==> src/pkg/led_pkg.sv <==
package led_pkg;
  // clock rate and flash timing
  localparam int CLK_HZ = 50_000_000;
  localparam int PHASE_MS = 200;
  localparam int GAP_MS = 1000;
  localparam int RAPID_MS = 50;
  localparam int PHASE_CYC = CLK_HZ / 1000 * PHASE_MS;
  localparam int RAPID_CYC = CLK_HZ / 1000 * RAPID_MS;
  localparam int GAP_STEPS = GAP_MS / PHASE_MS;
  // cycles the switch synchroniser needs before the start-up capture
  localparam logic [3:0] BOOT_WAIT_CYC = 4'h8;
  // error counter warning level
  localparam logic [7:0] WARN_LEVEL = 8'h60;
  // network management state codes from the protocol engine
  localparam logic [1:0] NMT_INIT = 2'h0;
  localparam logic [1:0] NMT_STOPPED = 2'h1;
  localparam logic [1:0] NMT_PREOP = 2'h2;
  localparam logic [1:0] NMT_OPER = 2'h3;
  // switch values
  localparam logic [7:0] NODE_ID_NONE = 8'h00;
  localparam logic [7:0] NODE_ID_GAP = 8'h80;
  localparam logic [3:0] BAUD_RUN_MAX = 4'h7;
  localparam logic [3:0] BAUD_INIT = 4'h9;
  // register byte offsets
  localparam logic [7:0] ADDR_CTRL = 8'h00;
  localparam logic [7:0] ADDR_STATUS = 8'h04;
  localparam logic [7:0] ADDR_SWITCH = 8'h08;
  localparam logic [7:0] ADDR_IRQ_STAT = 8'h0C;
  localparam logic [7:0] ADDR_IRQ_MASK = 8'h10;
  localparam logic [2:0] HSIZE_WORD = 3'h2;
  // control bit positions
  localparam int CTRL_MODCLR_BIT = 0;
  localparam int CTRL_GUARDCLR_BIT = 1;
  // event bit positions in status and mask
  localparam int EV_MODULE = 0;
  localparam int EV_GUARD = 1;
  localparam int EV_SYNC = 2;
  localparam int EV_BUSOFF = 3;
  localparam int EV_WARN = 4;
  localparam int EV_W = 5;
  localparam logic [4:0] IRQ_MASK_RST = 5'h00;
  localparam logic [4:0] IRQ_STAT_RST = 5'h00;

  typedef enum logic [2:0] {
    PAT_OFF, PAT_ON, PAT_SINGLE, PAT_DOUBLE, PAT_TRIPLE, PAT_BLINK, PAT_RAPID
  } pattern_type;

  typedef enum logic [1:0] {BOOT_WAIT, BOOT_CHECK, BOOT_OK, BOOT_FAIL} boot_type;
endpackage

==> src/pkg/led_pattern_if.sv <==
`timescale 1ns/1ns
interface led_pattern_if;
  import led_pkg::*;
  pattern_type pattern;
  logic led;
  modport ctl(output pattern, input led);
  modport gen(input pattern, output led);
endinterface

==> src/verilog/switch_sync.sv <==
`timescale 1ns/1ns
module switch_sync #(
  parameter int W = 12
) (
  // clock and reset
  input wire logic clk_sys,
  input wire logic rst_b,
  // raw pins and filtered value
  input wire logic [W-1:0] pinIn,
  output logic [W-1:0] syncOut
);
  logic [W-1:0] s1_r;
  logic [W-1:0] s2_r;
  logic [W-1:0] s3_r;

  always_ff @(posedge clk_sys or negedge rst_b) begin
    if (!rst_b) begin
      s1_r <= '0;
      s2_r <= '0;
      s3_r <= '0;
    end else begin
      s1_r <= pinIn;
      s2_r <= s1_r;
      s3_r <= s2_r;
    end
  end

  // a switch in mid-turn is only taken once two stages agree
  always_ff @(posedge clk_sys or negedge rst_b) begin
    if (!rst_b) begin
      syncOut <= '0;
    end else if (s2_r == s3_r) begin
      syncOut <= s3_r;
    end
  end
endmodule

==> src/verilog/flash_pattern_gen.sv <==
`timescale 1ns/1ns
module flash_pattern_gen import led_pkg::*; #(
  parameter int PHASE_CYC_P = PHASE_CYC,
  parameter int RAPID_CYC_P = RAPID_CYC
) (
  // clock and reset
  input wire logic clk_sys,
  input wire logic rst_b,
  // pattern request and lamp drive
  led_pattern_if.gen pat
);
  function automatic logic [3:0] flashCount(pattern_type p);
    case (p)
      PAT_SINGLE: return 4'h1;
      PAT_DOUBLE: return 4'h2;
      PAT_TRIPLE: return 4'h3;
      default: return 4'h0;
    endcase
  endfunction

  function automatic logic [3:0] frameLen(pattern_type p);
    logic [3:0] n;
    n = flashCount(p);
    if (p == PAT_BLINK) return 4'h2;
    if (n != 4'h0) return {n[2:0], 1'b0} + 4'(GAP_STEPS);
    return 4'h1;
  endfunction

  pattern_type lastPat_r;
  logic [31:0] phaseCnt_r;
  logic [31:0] rapidCnt_r;
  logic [3:0] step_r;
  logic rapidLed_r;
  logic led_r;
  logic led_nxt;
  logic change;
  logic phaseTick;
  logic rapidTick;

  assign change = (pat.pattern != lastPat_r);
  assign phaseTick = (phaseCnt_r == 32'(PHASE_CYC_P - 1));
  assign rapidTick = (rapidCnt_r == 32'(RAPID_CYC_P - 1));

  always_ff @(posedge clk_sys or negedge rst_b) begin
    if (!rst_b) lastPat_r <= PAT_OFF;
    else lastPat_r <= pat.pattern;
  end

  // a new pattern restarts its frame so the first flash is full length
  always_ff @(posedge clk_sys or negedge rst_b) begin
    if (!rst_b) begin
      phaseCnt_r <= 32'h0;
      step_r <= 4'h0;
    end else if (change) begin
      phaseCnt_r <= 32'h0;
      step_r <= 4'h0;
    end else if (phaseTick) begin
      phaseCnt_r <= 32'h0;
      step_r <= (step_r == frameLen(pat.pattern) - 4'h1) ? 4'h0 : step_r + 4'h1;
    end else begin
      phaseCnt_r <= phaseCnt_r + 32'h1;
    end
  end

  always_ff @(posedge clk_sys or negedge rst_b) begin
    if (!rst_b) begin
      rapidCnt_r <= 32'h0;
      rapidLed_r <= 1'b0;
    end else if (change || rapidTick) begin
      rapidCnt_r <= 32'h0;
      rapidLed_r <= change ? 1'b1 : ~rapidLed_r;
    end else begin
      rapidCnt_r <= rapidCnt_r + 32'h1;
    end
  end

  always_comb begin
    case (pat.pattern)
      PAT_OFF: led_nxt = 1'b0;
      PAT_ON: led_nxt = 1'b1;
      PAT_BLINK: led_nxt = ~step_r[0];
      PAT_RAPID: led_nxt = rapidLed_r;
      PAT_SINGLE, PAT_DOUBLE, PAT_TRIPLE:
        led_nxt = (step_r < {flashCount(pat.pattern), 1'b0}) && !step_r[0];
      default: led_nxt = 1'b0;
    endcase
  end

  always_ff @(posedge clk_sys or negedge rst_b) begin
    if (!rst_b) led_r <= 1'b0;
    else led_r <= change ? 1'b0 : led_nxt;
  end

  assign pat.led = led_r;
endmodule

==> src/verilog/canopen_status_led_indicator.sv <==
`timescale 1ns/1ns
module canopen_status_led_indicator import led_pkg::*; #(
  parameter int PHASE_CYC_P = PHASE_CYC,
  parameter int RAPID_CYC_P = RAPID_CYC
) (
  // clock and reset
  input wire logic clk_sys,
  input wire logic rst_b,
  // ahb-lite slave
  input wire logic hsel,
  input wire logic [31:0] haddr,
  input wire logic [1:0] htrans,
  input wire logic hwrite,
  input wire logic [2:0] hsize,
  input wire logic [31:0] hwdata,
  input wire logic hready,
  output logic hreadyout,
  output logic [31:0] hrdata,
  output logic hresp,
  // interrupt
  output logic irq,
  // rotary switch pins
  input wire logic [7:0] nodeIdSw,
  input wire logic [3:0] baudSw,
  // node state from the protocol engine
  input wire logic nodeReady,
  input wire logic [1:0] nmtState,
  // can controller
  input wire logic [7:0] txErrCnt,
  input wire logic [7:0] rxErrCnt,
  input wire logic busOff,
  // supervision
  input wire logic guardEvt,
  input wire logic heartbeatEvt,
  input wire logic syncTimeout,
  // i/o expansion modules
  input wire logic moduleRemoved,
  input wire logic moduleChanged,
  // lamps and start-up results
  output logic runLed,
  output logic errLed,
  output logic bootFail,
  output logic initMode,
  output logic [7:0] nodeId,
  output logic [3:0] baudSel
);
  function automatic logic nodeIdOk(logic [7:0] id);
    return (id != NODE_ID_NONE) && (id != NODE_ID_GAP);
  endfunction

  function automatic logic baudOk(logic [3:0] b);
    return (b <= BAUD_RUN_MAX) || (b == BAUD_INIT);
  endfunction

  // one verdict for the state machine and the flag, so they cannot disagree
  function automatic logic switchesOk(logic [11:0] sw);
    return nodeIdOk(sw[7:0]) && baudOk(sw[11:8]);
  endfunction

  led_pattern_if runIf();
  led_pattern_if errIf();

  logic [11:0] swSync;
  boot_type bootSt_r;
  logic [3:0] bootCnt_r;
  logic bootOk;
  logic moduleErr_r;
  logic guardErr_r;
  logic syncPrev_r;
  logic busOffPrev_r;
  logic warnPrev_r;
  logic warnLvl;
  logic [EV_W-1:0] evt;
  logic [EV_W-1:0] irqStat_r;
  logic [EV_W-1:0] irqMask_r;
  logic [EV_W-1:0] statClr;
  logic wrPend_r;
  logic [7:0] wrAddr_r;
  logic addrAcc;
  logic hit;
  logic [31:0] rdData;
  logic [31:0] hrdata_r;
  logic modClr;
  logic guardClr;

  //////////////////////////////////////////////////////////////////////////
  // switch capture at start-up

  switch_sync #(.W(12)) swSyncInst (
    .clk_sys(clk_sys),
    .rst_b(rst_b),
    .pinIn({baudSw, nodeIdSw}),
    .syncOut(swSync)
  );

  // switches are read once; turning them later has no effect until reset
  always_ff @(posedge clk_sys or negedge rst_b) begin
    if (!rst_b) begin
      bootSt_r <= BOOT_WAIT;
      bootCnt_r <= 4'h0;
    end else begin
      case (bootSt_r)
        BOOT_WAIT: begin
          bootCnt_r <= bootCnt_r + 4'h1;
          if (bootCnt_r == BOOT_WAIT_CYC - 4'h1) bootSt_r <= BOOT_CHECK;
        end
        BOOT_CHECK: begin
          if (switchesOk(swSync)) bootSt_r <= BOOT_OK;
          else bootSt_r <= BOOT_FAIL;
        end
        BOOT_OK: bootSt_r <= BOOT_OK;
        // a refused start-up is left only through reset
        BOOT_FAIL: bootSt_r <= BOOT_FAIL;
        default: bootSt_r <= BOOT_WAIT;
      endcase
    end
  end

  always_ff @(posedge clk_sys or negedge rst_b) begin
    if (!rst_b) begin
      nodeId <= 8'h00;
      baudSel <= 4'h0;
      bootFail <= 1'b0;
      initMode <= 1'b0;
    end else if (bootSt_r == BOOT_CHECK) begin
      nodeId <= swSync[7:0];
      baudSel <= swSync[11:8];
      bootFail <= !switchesOk(swSync);
      initMode <= (swSync[11:8] == BAUD_INIT);
    end
  end

  // both lamps and the module-fault latch wait for a good start-up
  assign bootOk = (bootSt_r == BOOT_OK);

  //////////////////////////////////////////////////////////////////////////
  // sticky error conditions and events

  // either counter at the warning level is enough
  assign warnLvl = (txErrCnt >= WARN_LEVEL) || (rxErrCnt >= WARN_LEVEL);

  // sync, bus-off and warning levels become one-cycle events so a held one raises its interrupt once; module and guard inputs pass as levels
  assign evt[EV_MODULE] = bootOk && (moduleRemoved || moduleChanged);
  assign evt[EV_GUARD] = guardEvt || heartbeatEvt;
  assign evt[EV_SYNC] = syncTimeout && !syncPrev_r;
  assign evt[EV_BUSOFF] = busOff && !busOffPrev_r;
  assign evt[EV_WARN] = warnLvl && !warnPrev_r;

  always_ff @(posedge clk_sys or negedge rst_b) begin
    if (!rst_b) begin
      syncPrev_r <= 1'b0;
      busOffPrev_r <= 1'b0;
      warnPrev_r <= 1'b0;
    end else begin
      syncPrev_r <= syncTimeout;
      busOffPrev_r <= busOff;
      warnPrev_r <= warnLvl;
    end
  end

  // module fault holds until the tool clears it; a new fault wins the clear
  always_ff @(posedge clk_sys or negedge rst_b) begin
    if (!rst_b) moduleErr_r <= 1'b0;
    else moduleErr_r <= (moduleErr_r && !modClr) || evt[EV_MODULE];
  end

  always_ff @(posedge clk_sys or negedge rst_b) begin
    if (!rst_b) guardErr_r <= 1'b0;
    else guardErr_r <= (guardErr_r && !guardClr) || evt[EV_GUARD];
  end

  //////////////////////////////////////////////////////////////////////////
  // pattern selection

  // a module fault outranks the node state so a pulled module is seen
  always_comb begin
    if (!bootOk || !nodeReady) begin
      runIf.pattern = PAT_OFF;
    end else if (moduleErr_r) begin
      runIf.pattern = PAT_RAPID;
    end else begin
      case (nmtState)
        NMT_STOPPED: runIf.pattern = PAT_SINGLE;
        NMT_PREOP: runIf.pattern = PAT_BLINK;
        NMT_OPER: runIf.pattern = PAT_ON;
        default: runIf.pattern = PAT_OFF;
      endcase
    end
  end

  // the chain order is the severity order
  // a node that never booted shows no error pattern either
  always_comb begin
    if (!bootOk) begin
      errIf.pattern = PAT_OFF;
    end else if (busOff) begin
      errIf.pattern = PAT_ON;
    end else if (syncTimeout) begin
      errIf.pattern = PAT_TRIPLE;
    end else if (guardErr_r) begin
      errIf.pattern = PAT_DOUBLE;
    end else if (warnLvl) begin
      errIf.pattern = PAT_SINGLE;
    end else begin
      errIf.pattern = PAT_OFF;
    end
  end

  flash_pattern_gen #(.PHASE_CYC_P(PHASE_CYC_P), .RAPID_CYC_P(RAPID_CYC_P)) runGen (
    .clk_sys(clk_sys),
    .rst_b(rst_b),
    .pat(runIf)
  );

  flash_pattern_gen #(.PHASE_CYC_P(PHASE_CYC_P), .RAPID_CYC_P(RAPID_CYC_P)) errGen (
    .clk_sys(clk_sys),
    .rst_b(rst_b),
    .pat(errIf)
  );

  assign runLed = runIf.led;
  assign errLed = errIf.led;

  //////////////////////////////////////////////////////////////////////////
  // ahb-lite slave, zero wait states

  assign addrAcc = hsel && hready && htrans[1] && (hsize == HSIZE_WORD);
  // only the low 256 bytes decode; anything above reads as zero
  assign hit = (haddr[31:8] == 24'h0);

  // a write lands in its data phase, when hwdata stands
  always_ff @(posedge clk_sys or negedge rst_b) begin
    if (!rst_b) begin
      wrPend_r <= 1'b0;
      wrAddr_r <= 8'h00;
    end else begin
      wrPend_r <= addrAcc && hwrite && hit;
      if (addrAcc && hwrite) wrAddr_r <= haddr[7:0];
    end
  end

  // control bits act for one cycle and are not stored
  assign modClr = wrPend_r && (wrAddr_r == ADDR_CTRL) && hwdata[CTRL_MODCLR_BIT];
  assign guardClr = wrPend_r && (wrAddr_r == ADDR_CTRL) && hwdata[CTRL_GUARDCLR_BIT];

  always_ff @(posedge clk_sys or negedge rst_b) begin
    if (!rst_b) irqMask_r <= IRQ_MASK_RST;
    else if (wrPend_r && (wrAddr_r == ADDR_IRQ_MASK)) irqMask_r <= hwdata[EV_W-1:0];
  end

  // read data is sampled in the address phase, so a read that overlaps the
  // data phase of a write sees the value from before that write
  always_comb begin
    rdData = 32'h0;
    if (hit) begin
      case (haddr[7:0])
        ADDR_STATUS: rdData = {24'h0, 1'b0, bootOk, 3'(errIf.pattern), 3'(runIf.pattern)};
        ADDR_SWITCH: rdData = {14'h0, initMode, bootFail, 4'h0, baudSel, nodeId};
        ADDR_IRQ_STAT: rdData = {27'h0, irqStat_r};
        ADDR_IRQ_MASK: rdData = {27'h0, irqMask_r};
        ADDR_CTRL: rdData = {30'h0, guardErr_r, moduleErr_r};
        default: rdData = 32'h0;
      endcase
    end
  end

  always_ff @(posedge clk_sys or negedge rst_b) begin
    if (!rst_b) hrdata_r <= 32'h0;
    else if (addrAcc && !hwrite) hrdata_r <= rdData;
  end

  assign hrdata = hrdata_r;
  // every transfer completes at once, so the slave never stalls the bus
  assign hreadyout = 1'b1;
  assign hresp = 1'b0;

  //////////////////////////////////////////////////////////////////////////
  // interrupt status, cleared by reading it; a same-cycle event survives

  assign statClr = (addrAcc && !hwrite && hit && (haddr[7:0] == ADDR_IRQ_STAT)) ?
                   {EV_W{1'b1}} : {EV_W{1'b0}};

  always_ff @(posedge clk_sys or negedge rst_b) begin
    if (!rst_b) irqStat_r <= IRQ_STAT_RST;
    else irqStat_r <= (irqStat_r & ~statClr) | evt;
  end

  // level output: stays high until software reads the status or masks the event
  assign irq = |(irqStat_r & irqMask_r);
endmodule

==> config.mk <==
export PLATFORM = sky130hd
export DESIGN_NAME = canopen_status_led_indicator
export DESIGN_NICKNAME = d
export VERILOG_FILES = /design/src/pkg/led_pkg.sv /design/src/pkg/led_pattern_if.sv /design/src/verilog/switch_sync.sv /design/src/verilog/flash_pattern_gen.sv /design/src/verilog/canopen_status_led_indicator.sv
export SDC_FILE = /design/constraint.sdc
export NUM_CORES = 1
export LEC_CHECK = 0
export BUFFER_PORTS_ARGS = -buffer_cell sky130_fd_sc_hd__buf_4
export CAP_MARGIN = 40
export CORE_MARGIN = 5
export CORE_UTILIZATION = 40
export DETAILED_ROUTE_END_ITERATION = 16
export GPL_TIMING_DRIVEN = 0
export PLACE_DENSITY = 0.6
export SLEW_MARGIN = 40
export SYNTH_ARGS = -nofsm -noshare
export SYNTH_HDL_FRONTEND = slang
export SYNTH_SLANG_ARGS = --single-unit
==> constraint.sdc <==
create_clock -name clk_sys -period 3.1 [get_ports clk_sys]
set_input_delay 0.31 -clock clk_sys [delete_from_list [all_inputs] [get_ports clk_sys]]
set_output_delay 0.31 -clock clk_sys [all_outputs]
set_load 0.1 [all_outputs]
==> run_summary.xml, run 1 <==
<?xml version="1.0" encoding="UTF-8"?>
<metrics>
  <group name="outcome">
    <metric name="status" unit="">completed</metric>
  </group>
  <group name="critical_path">
    <metric name="slowest_cell_on_the_critical_path" unit="">xor2_1</metric>
    <metric name="worst_path_largest_cell_delay" unit="ns">0.40</metric>
    <metric name="critPathLaunchType" unit="">flip-flop</metric>
    <metric name="timing.critical_path.cells" unit="">buf_4 -&gt; and3b_1 -&gt; o21ai_0 -&gt; xor2_1 -&gt; and3_1 -&gt; nand2b_1 -&gt; buf_2 -&gt; nor2_1</metric>
    <metric name="critical_path_required" unit="ns">3.54</metric>
    <metric name="path_max_fanout" unit="">10</metric>
    <metric name="cp_data_arrival_time" unit="ns">2.86</metric>
    <metric name="kind_of_critical_path" unit="">reg -&gt; reg</metric>
    <metric name="endpoint_kind_of_the_worst_setup_timing_path" unit="">flip-flop</metric>
    <metric name="timing.reg2reg.worst_path_depth" unit="">8</metric>
  </group>
  <group name="route">
    <metric name="routed_wl" unit="mm">22.4</metric>
    <metric name="drt_drc_violations_left" unit="">0</metric>
    <metric name="routed_via_density" unit="">5.01</metric>
    <metric name="route.antenna.remaining_nets" unit="">0</metric>
    <metric name="dr_total_vias" unit="">7343</metric>
    <metric name="detail_route.first_pass.iterations" unit="">5</metric>
    <metric name="wire_per_inst" unit="um">15.3</metric>
    <metric name="drt-initial-drc-count" unit="">425</metric>
  </group>
  <group name="synthesis">
    <metric name="postSynthAreaPerCell" unit="um2">10.6</metric>
    <metric name="syn-cell-area" unit="mm2">0.0101</metric>
    <metric name="synth_ff_type" unit="">dfrtp_1</metric>
    <metric name="yosys_warnings" unit="">0</metric>
    <metric name="ys_ff_latch" unit="">219</metric>
    <metric name="asr_flop_ratio_synth" unit="">1.00</metric>
    <metric name="synth-edff-count" unit="">0</metric>
    <metric name="synth.distinct_cells" unit="">69</metric>
    <metric name="synth_seq_area_share" unit="">0.543</metric>
    <metric name="post_synth_inst_count" unit="">955</metric>
  </group>
  <group name="power_and_ir_drop">
    <metric name="power.switching_fraction" unit="">0.256</metric>
    <metric name="internal_power" unit="uW">5190</metric>
    <metric name="p_clk_frac" unit="">0.405</metric>
    <metric name="p_leak" unit="uW">0.00570</metric>
    <metric name="p_per_area" unit="mW/mm2">562</metric>
    <metric name="total_switching_power" unit="uW">1780</metric>
    <metric name="max-vdd-ir-drop" unit="mV">0.345</metric>
    <metric name="seq_power_share" unit="">0.474</metric>
    <metric name="combPwrFrac" unit="">0.121</metric>
  </group>
  <group name="timing">
    <metric name="post-route-min-period" unit="ns">2.43</metric>
    <metric name="fin_crit_sh" unit="">0.784</metric>
    <metric name="slew_headroom" unit="">0.492</metric>
    <metric name="worstMarginPinSlew" unit="ns">0.762</metric>
    <metric name="max_clock_freq" unit="GHz">0.412</metric>
    <metric name="setup_viol_count_final" unit="">0</metric>
    <metric name="fin_setup_tns" unit="ns">0</metric>
    <metric name="hold_violation_count_in_the_final_report" unit="">0</metric>
    <metric name="finalClockSkew" unit="ns">0.0155</metric>
    <metric name="drv_slew" unit="">0</metric>
    <metric name="rsz_0062_raised_after_global_routing" unit="">false</metric>
  </group>
  <group name="worst_hold_path">
    <metric name="min_path_type" unit="">in -&gt; reg</metric>
    <metric name="worst_hold_path.num_cells" unit="">2</metric>
  </group>
  <group name="floorplan">
    <metric name="initial_core_utilization" unit="">0.403</metric>
    <metric name="design.portCount" unit="">162</metric>
    <metric name="dieArea" unit="mm2">0.0285</metric>
    <metric name="core.rowCount" unit="">58</metric>
    <metric name="die_x_extent" unit="um">169</metric>
    <metric name="dieHeight" unit="um">169</metric>
    <metric name="core_region_area" unit="mm2">0.0250</metric>
  </group>
  <group name="clocking">
    <metric name="ctsHtreeMaxLevel" unit="">1</metric>
    <metric name="clock_sinks" unit="">219</metric>
    <metric name="postCtsResizedCells" unit="">0</metric>
    <metric name="clock-root-buffer" unit="">clkbuf_16</metric>
    <metric name="tritoncts.num_buffers" unit="">24</metric>
    <metric name="clkSlewWorstSetupHoldPaths" unit="ns">0.06</metric>
    <metric name="clock_path_buffers" unit="">3</metric>
    <metric name="clock_latency" unit="ns">0.51</metric>
    <metric name="tritoncts" unit="">yes</metric>
  </group>
  <group name="placed_design">
    <metric name="detailed_place_hpwl" unit="mm">16.0</metric>
    <metric name="routabilityCongestion" unit="">0.815</metric>
    <metric name="number_of_buffer_cells_added_on_primary_ports" unit="">102</metric>
  </group>
  <group name="flow_run">
    <metric name="drv.max_cap_violation_count" unit="">0</metric>
  </group>
  <group name="grt">
    <metric name="grt_pass1_vias" unit="">7286</metric>
    <metric name="groute.usage.overall" unit="">0.157</metric>
    <metric name="wire_length_of_the_first_global_routing_pass" unit="mm">37.4</metric>
    <metric name="grt_max_degree" unit="">77</metric>
    <metric name="grt.overflow.total" unit="">0</metric>
    <metric name="initial_antenna_violation_count" unit="">0</metric>
  </group>
  <group name="final_layout">
    <metric name="area_growth" unit="%">22.9</metric>
    <metric name="footprint_of_the_multi_input_gates" unit="mm2">0.00430</metric>
    <metric name="nNetsFinal" unit="">1245</metric>
    <metric name="sequential_cell_area" unit="mm2">0.00548</metric>
    <metric name="fillCellCount" unit="">2309</metric>
    <metric name="antenna_diode_instance_count" unit="">0</metric>
    <metric name="layout_cell_share_with_drive_strength_beyond_1" unit="">0.193</metric>
    <metric name="postLayoutCoreUtil" unit="">0.496</metric>
  </group>
</metrics>
[Yosys cell counts (4+ instances only)]
cell,n,area [um2]
dfrtp_1,219,5480
nor2_1,134,503
nand2_1,100,375
xnor2_1,62,543
xor2_1,45,394
nand3_1,40,200
buf_4,28,210
inv_1,27,101
mux2_2,26,293
nand4_1,23,144
nor3_1,20,100
nor4_1,20,125
a21oi_1,18,90.1
a22o_1,13,114
and3_1,12,75.1
clkbuf_1,11,41.3
ha_1,10,125
o21ai_0,10,50.1
nand2b_1,9,56.3
nor2b_1,9,56.3
and4_1,8,70.1
or3_1,8,50.1
nor4b_1,7,61.3
a31oi_1,5,31.3
and2_1,5,31.3
o22ai_1,5,31.3
or4_1,5,37.5
a21o_1,4,30.0
a22oi_1,4,30.0
mux2i_1,4,40.0
nand3b_1,4,30.0
or2_2,4,25.0
[placed cells by master (no fill, tap or decap), types with 4 or more instances in the layout]
master,netlist,final
dfrtp_1,219,219
nor2_1,134,134
buf_4,28,129
nand2_1,100,100
xnor2_1,62,62
xor2_1,45,45
nand3_1,40,40
inv_1,27,27
mux2_2,26,26
clkbuf_16,0,25
nand4_1,23,23
conb_1,2,22
nor3_1,20,20
nor4_1,20,19
a21oi_1,18,18
dlygate4sd3_1,0,18
clkbuf_1,11,13
a22o_1,13,13
and3_1,12,12
o21ai_0,10,10
ha_1,10,10
nor2b_1,9,9
nand2b_1,9,9
and4_1,8,8
or3_1,8,8
clkbuf_8,0,8
nor4b_1,7,7
a31oi_1,5,5
and2_1,5,5
or4_1,5,5
o22ai_1,5,5
or2_2,4,4
nand3b_1,4,4
a21o_1,4,4
a22oi_1,4,4
mux2i_1,4,4
[repair_timing]
item,4_1_cts,5_1_grt
hold buffers,18,0
hold endpoints to repair,58,0
buffers inserted,0,0
[layer usage]
metal  vias to the layer above  track usage  wire (um)
met1                      3508        0.222      10500
li1                       3598            -          -
met2                       198        0.250       9980
met4                         0       0.0480        558
met3                        39       0.0255       1360
met5                         -            0          0
[layout make-up]
| cell class | count | share of cell area |
|---|---|---|
| Clock inverter | 4 | 0.00383 |
| Buffer | 45 | 0.0242 |
| Tap cell | 330 | 0.0333 |
| Timing Repair Buffer | 123 | 0.0829 |
| Clock buffer | 35 | 0.0599 |
| Multi-Input combinational cell | 684 | 0.346 |
| Inverter | 27 | 0.00817 |
| Sequential cell | 219 | 0.442 |
[registers in the layout, indices dropped and copies added (netlist names), 2 cells and up]
register,flops
baudSel,4
bootCnt_r,4
bootSt_r,2
errGen.lastPat_r,3
errGen.phaseCnt_r,32
errGen.step_r,4
hrdata,14
irqMask_r,5
irqStat_r,5
nodeId,8
runGen.lastPat_r,3
runGen.phaseCnt_r,32
runGen.rapidCnt_r,32
runGen.step_r,4
swSyncInst.s1_r,12
swSyncInst.s2_r,12
swSyncInst.s3_r,12
swSyncInst.syncOut,12
wrAddr_r,8
[cell families after synthesis]
| logic type | share of synthesized area |
|---|---|
| compound gates | 0.0621 |
| flops | 0.543 |
| other cells | 0.000744 |
| xor+xnor | 0.0928 |
| fa+ha+maj | 0.0124 |
| buf+inv | 0.0398 |
| mux | 0.0330 |
| simple gates | 0.217 |
[worst paths after layout]
check                                        end  slack (ns)                from
hold / removal                      irqMask_r[3]        0.03           hwdata[3]
hold reg to reg               swSyncInst.s2_r[8]        0.35  swSyncInst.s1_r[8]
setup / recovery           runGen.rapidCnt_r[25]        0.67         bootSt_r[0]
min in group asynchronous  runGen.phaseCnt_r[21]        0.28               rst_b
max in group asynchronous  swSyncInst.syncOut[8]        1.85               rst_b
setup reg to reg           runGen.rapidCnt_r[25]        0.67         bootSt_r[0]
[per-stage QoR]
step / setup WS [ns] / std cells / total power (uW) / hold WS [ns] / area, um2
4_1_cts: 0.643 / 1467 / 7080 / 0.0105 / 12400
3_3_place_gp: 0.0538 / 1407 / 4150 / 0.335 / 11400
3_5_place_dp: 0.600 / 1410 / 4200 / 0.227 / 11400
2_1_floorplan: 1.07 / 975 / 3900 / 0.0144 / 10200
6_report: 0.671 / 1467 / 6980 / 0.0328 / 12400
5_1_grt: 0.462 / 1467 / 7340 / 0.0173 / 12400
[power by group through the flow]
| stage | clock, uW | sequential (uW) | combinational [uW] |
|---|---|---|---|
| CTS | 2910 | 3310 | 855 |
| global route | 3040 | 3350 | 958 |
| finish | 2830 | 3310 | 841 |
| floorplan | 0 | 3310 | 596 |
| detailed placement | 0 | 3360 | 838 |
| global placement | 0 | 3350 | 801 |
[critical path: cells and delay by family, from the launching register on]
| family | cells | cell delay (ns) |
|---|---|---|
| AO/OA/AOI/OAI | 1 | 0.21 |
| XOR/XNOR | 1 | 0.40 |
| buffers and inverters | 2 | 0.41 |
| flip-flops | 1 | 0.36 |
| AND/OR/NAND/NOR | 4 | 0.99 |
Note: power is estimated with default switching activity, not from simulation.
==> run 2, diff against run 1 <==
- PLACE_DENSITY: 0.6 -> 0.62
- clock period: 3.1 -> 2.22 ns (I/O delays scaled with it)
==> run_summary.xml, run 2 (synthesized netlist as in run 1, its figures left out) <==
<?xml version="1.0" encoding="UTF-8"?>
<metrics>
  <group name="timing">
    <metric name="rsz_0062_raised_after_global_routing" unit="">true</metric>
    <metric name="slew_headroom" unit="">0.471</metric>
    <metric name="hold_violation_count_in_the_final_report" unit="">0</metric>
    <metric name="worstMarginPinSlew" unit="ns">0.793</metric>
    <metric name="drv_slew" unit="">0</metric>
    <metric name="hold-worst-slack" unit="ns">0.0814</metric>
    <metric name="setup_viol_count_final" unit="">2</metric>
    <metric name="post-route-min-period" unit="ns">2.22</metric>
    <metric name="setup_ws" unit="ns">-0.00275</metric>
    <metric name="max_clock_freq" unit="GHz">0.450</metric>
    <metric name="fin_crit_sh" unit="">1.00</metric>
    <metric name="finalClockSkew" unit="ns">0.0203</metric>
    <metric name="fin_setup_tns" unit="ns">-0.00535</metric>
  </group>
  <group name="final_layout">
    <metric name="layout_commonest_cell" unit="">dfrtp_1</metric>
    <metric name="postLayoutCoreUtil" unit="">0.513</metric>
    <metric name="post_layout_nonfiller_instances" unit="">1497</metric>
    <metric name="area_growth" unit="%">27.3</metric>
    <metric name="mostFrequentLayoutCells" unit="">dfrtp_1, buf_4, nor2_1, nand2_1, xnor2_1</metric>
    <metric name="largest_registers" unit="">errGen.phaseCnt_r (32), runGen.phaseCnt_r (32), runGen.rapidCnt_r (32)</metric>
    <metric name="layout_cell_share_with_drive_strength_beyond_1" unit="">0.218</metric>
    <metric name="antenna_diode_instance_count" unit="">0</metric>
    <metric name="nNetsFinal" unit="">1270</metric>
  </group>
  <group name="critical_path">
    <metric name="reg2reg_setup_slack" unit="ns">-0.003</metric>
    <metric name="cp_bufs_invs" unit="">1</metric>
    <metric name="timing.critical_path.cells" unit="">or4b_1 -&gt; nor3_1 -&gt; or4b_4 -&gt; nand4_4 -&gt; buf_4 -&gt; nor2_1</metric>
    <metric name="critPathCapture" unit="">runGen.phaseCnt_r[2]</metric>
    <metric name="crit-reg2reg-capture" unit="">runGen.phaseCnt_r[2]</metric>
    <metric name="r2r_start" unit="">runGen.phaseCnt_r[11]</metric>
    <metric name="kind_of_critical_path" unit="">reg -&gt; reg</metric>
    <metric name="endpoint_kind_of_the_worst_setup_timing_path" unit="">flip-flop</metric>
    <metric name="cp_num_cells" unit="">6</metric>
    <metric name="timing.reg2reg.worst_path_depth" unit="">6</metric>
    <metric name="cp_data_arrival_time" unit="ns">2.63</metric>
    <metric name="crit_path_start" unit="">runGen.phaseCnt_r[11]</metric>
    <metric name="worst_path_largest_cell_delay" unit="ns">0.55</metric>
    <metric name="critical_path_required" unit="ns">2.62</metric>
    <metric name="critPathTopFamily" unit="">simple AND/OR/NAND/NOR gates</metric>
    <metric name="slowest_cell_on_the_critical_path" unit="">or4b_1</metric>
    <metric name="path_max_fanout" unit="">10</metric>
    <metric name="critPathLaunchType" unit="">flip-flop</metric>
  </group>
  <group name="power_and_ir_drop">
    <metric name="internal_power" unit="uW">7620</metric>
    <metric name="total_switching_power" unit="uW">2550</metric>
    <metric name="combPwrFrac" unit="">0.119</metric>
    <metric name="power.switching_fraction" unit="">0.251</metric>
    <metric name="p_per_area" unit="mW/mm2">791</metric>
    <metric name="p_leak" unit="uW">0.00587</metric>
    <metric name="p_clk_frac" unit="">0.426</metric>
    <metric name="seq_power_share" unit="">0.455</metric>
    <metric name="max-vdd-ir-drop" unit="mV">0.462</metric>
  </group>
  <group name="route">
    <metric name="top_layer_used" unit="">met4</metric>
    <metric name="route.layer.met1.wl" unit="mm">10.7</metric>
    <metric name="route.antenna.remaining_nets" unit="">0</metric>
    <metric name="met3WireLength" unit="mm">1.29</metric>
    <metric name="drt-initial-drc-count" unit="">420</metric>
    <metric name="dr_total_vias" unit="">7433</metric>
    <metric name="routed_wl" unit="mm">23.0</metric>
    <metric name="detail_route.first_pass.iterations" unit="">4</metric>
    <metric name="drt_drc_violations_left" unit="">0</metric>
    <metric name="routed_via_density" unit="">4.97</metric>
    <metric name="routed-wl-met2" unit="mm">10.5</metric>
    <metric name="wire_per_inst" unit="um">15.3</metric>
  </group>
  <group name="floorplan">
    <metric name="core_region_area" unit="mm2">0.0250</metric>
    <metric name="design.portCount" unit="">162</metric>
    <metric name="die_x_extent" unit="um">169</metric>
    <metric name="initial_core_utilization" unit="">0.403</metric>
    <metric name="dieHeight" unit="um">169</metric>
    <metric name="core.rowCount" unit="">58</metric>
    <metric name="dieArea" unit="mm2">0.0285</metric>
  </group>
  <group name="clocking">
    <metric name="clock_sinks" unit="">219</metric>
    <metric name="clock_path_buffers" unit="">3</metric>
    <metric name="clock_latency" unit="ns">0.52</metric>
    <metric name="clock-root-buffer" unit="">clkbuf_16</metric>
    <metric name="clkSlewWorstSetupHoldPaths" unit="ns">0.06</metric>
    <metric name="tritoncts" unit="">yes</metric>
    <metric name="tritoncts.num_buffers" unit="">24</metric>
    <metric name="ctsHtreeMaxLevel" unit="">1</metric>
  </group>
  <group name="placed_design">
    <metric name="numPlacedInstances" unit="">1410</metric>
    <metric name="number_of_buffer_cells_added_on_primary_ports" unit="">102</metric>
    <metric name="routabilityCongestion" unit="">0.825</metric>
    <metric name="detailed_place_hpwl" unit="mm">16.1</metric>
    <metric name="place_ws" unit="ns">-0.302</metric>
  </group>
  <group name="grt">
    <metric name="grt.overflow.total" unit="">0</metric>
    <metric name="grt_pass1_vias" unit="">7466</metric>
    <metric name="groute.usage.overall" unit="">0.160</metric>
    <metric name="grt_max_degree" unit="">61</metric>
    <metric name="initial_antenna_violation_count" unit="">0</metric>
    <metric name="wire_length_of_the_first_global_routing_pass" unit="mm">38.0</metric>
  </group>
  <group name="worst_hold_path">
    <metric name="min_path_type" unit="">in -&gt; reg</metric>
  </group>
  <group name="outcome">
    <metric name="violated_checks" unit="">setup timing</metric>
    <metric name="status" unit="">complete, but fails checks</metric>
  </group>
  <group name="flow_run">
    <metric name="drv.max_cap_violation_count" unit="">0</metric>
  </group>
</metrics>
run 2: cell types whose count changed in the layout (fill, tap and decap cells not counted), moves of 3 or more:
cell and delta:
buf_4 +10, buf_6 +3, bufinv_16 +3, dlygate4sd3_1 +11
nor2_1 -3, nor2_2 +3, o21ai_0 -3
run 2: worst min path at each step:
| stage | from | end | slack, ns | cells after the start |
|---|---|---|---|---|
| floorplan | rst_b | baudSel[0] | -0.07 | 0 |
| global placement | baudSw[1] | swSyncInst.s1_r[9] | 0.33 | 1 |
| detailed placement | rst_b | wrAddr_r[1] | 0.17 | 1 |
| CTS | rxErrCnt[5] | warnPrev_r | 0.04 | 3 |
| global route | haddr[18] | wrPend_r | 0.08 | 4 |
| finish | haddr[18] | wrPend_r | 0.08 | 4 |
run 2: cell type report:
cell class | count | area [um2]
tap | 330 | 413
fill | 2250 | 12200
clock buffer | 37 | 741
timing repair buffer | 148 | 1250
multi-input combinational | 685 | 4420
inverter | 27 | 101
buffer | 44 | 313
clock inverter | 7 | 135
sequential | 219 | 5480
run 2: worst min-delay path, cell delays in order:
cell,delay [ns]
buf_4,0.08
nor4_1,0.03
nand3_1,0.15
nor2_1,0.07
run 2: what timing repair did:
| item | CTS | global route |
|---|---|---|
| pin swaps | 2 | 16 |
| setup endpoints to repair | 96 | 104 |
| hold buffers | 29 | 0 |
| buffers inserted | 4 | 10 |
| gates cloned | 0 | 1 |
| hold endpoints to repair | 79 | 0 |
| gates resized for setup | 7 | 23 |
run 2: power groups by stage:
stage	sequential, uW	combinational [uW]	clock (uW)
2_1_floorplan	4620	832	0
3_3_place_gp	4680	1110	0
3_5_place_dp	4680	1170	0
4_1_cts	4620	1210	4430
5_1_grt	4680	1380	4610
6_report	4620	1210	4330
run 2: metal layers:
| layer | global-route usage | vias up |
|---|---|---|
| li1 | - | 3647 |
| met2 | 0.258 | 166 |
| met4 | 0.0423 | 0 |
| met5 | 0 | - |
| met3 | 0.0252 | 27 |
| met1 | 0.225 | 3593 |
run 2: per-stage QoR:
stage	total power (uW)	instance area [um2]
detailed placement	5850	11400
global placement	5790	11400
finish	10200	12900
floorplan	5450	10200
global route	10700	12900
CTS	10300	12700
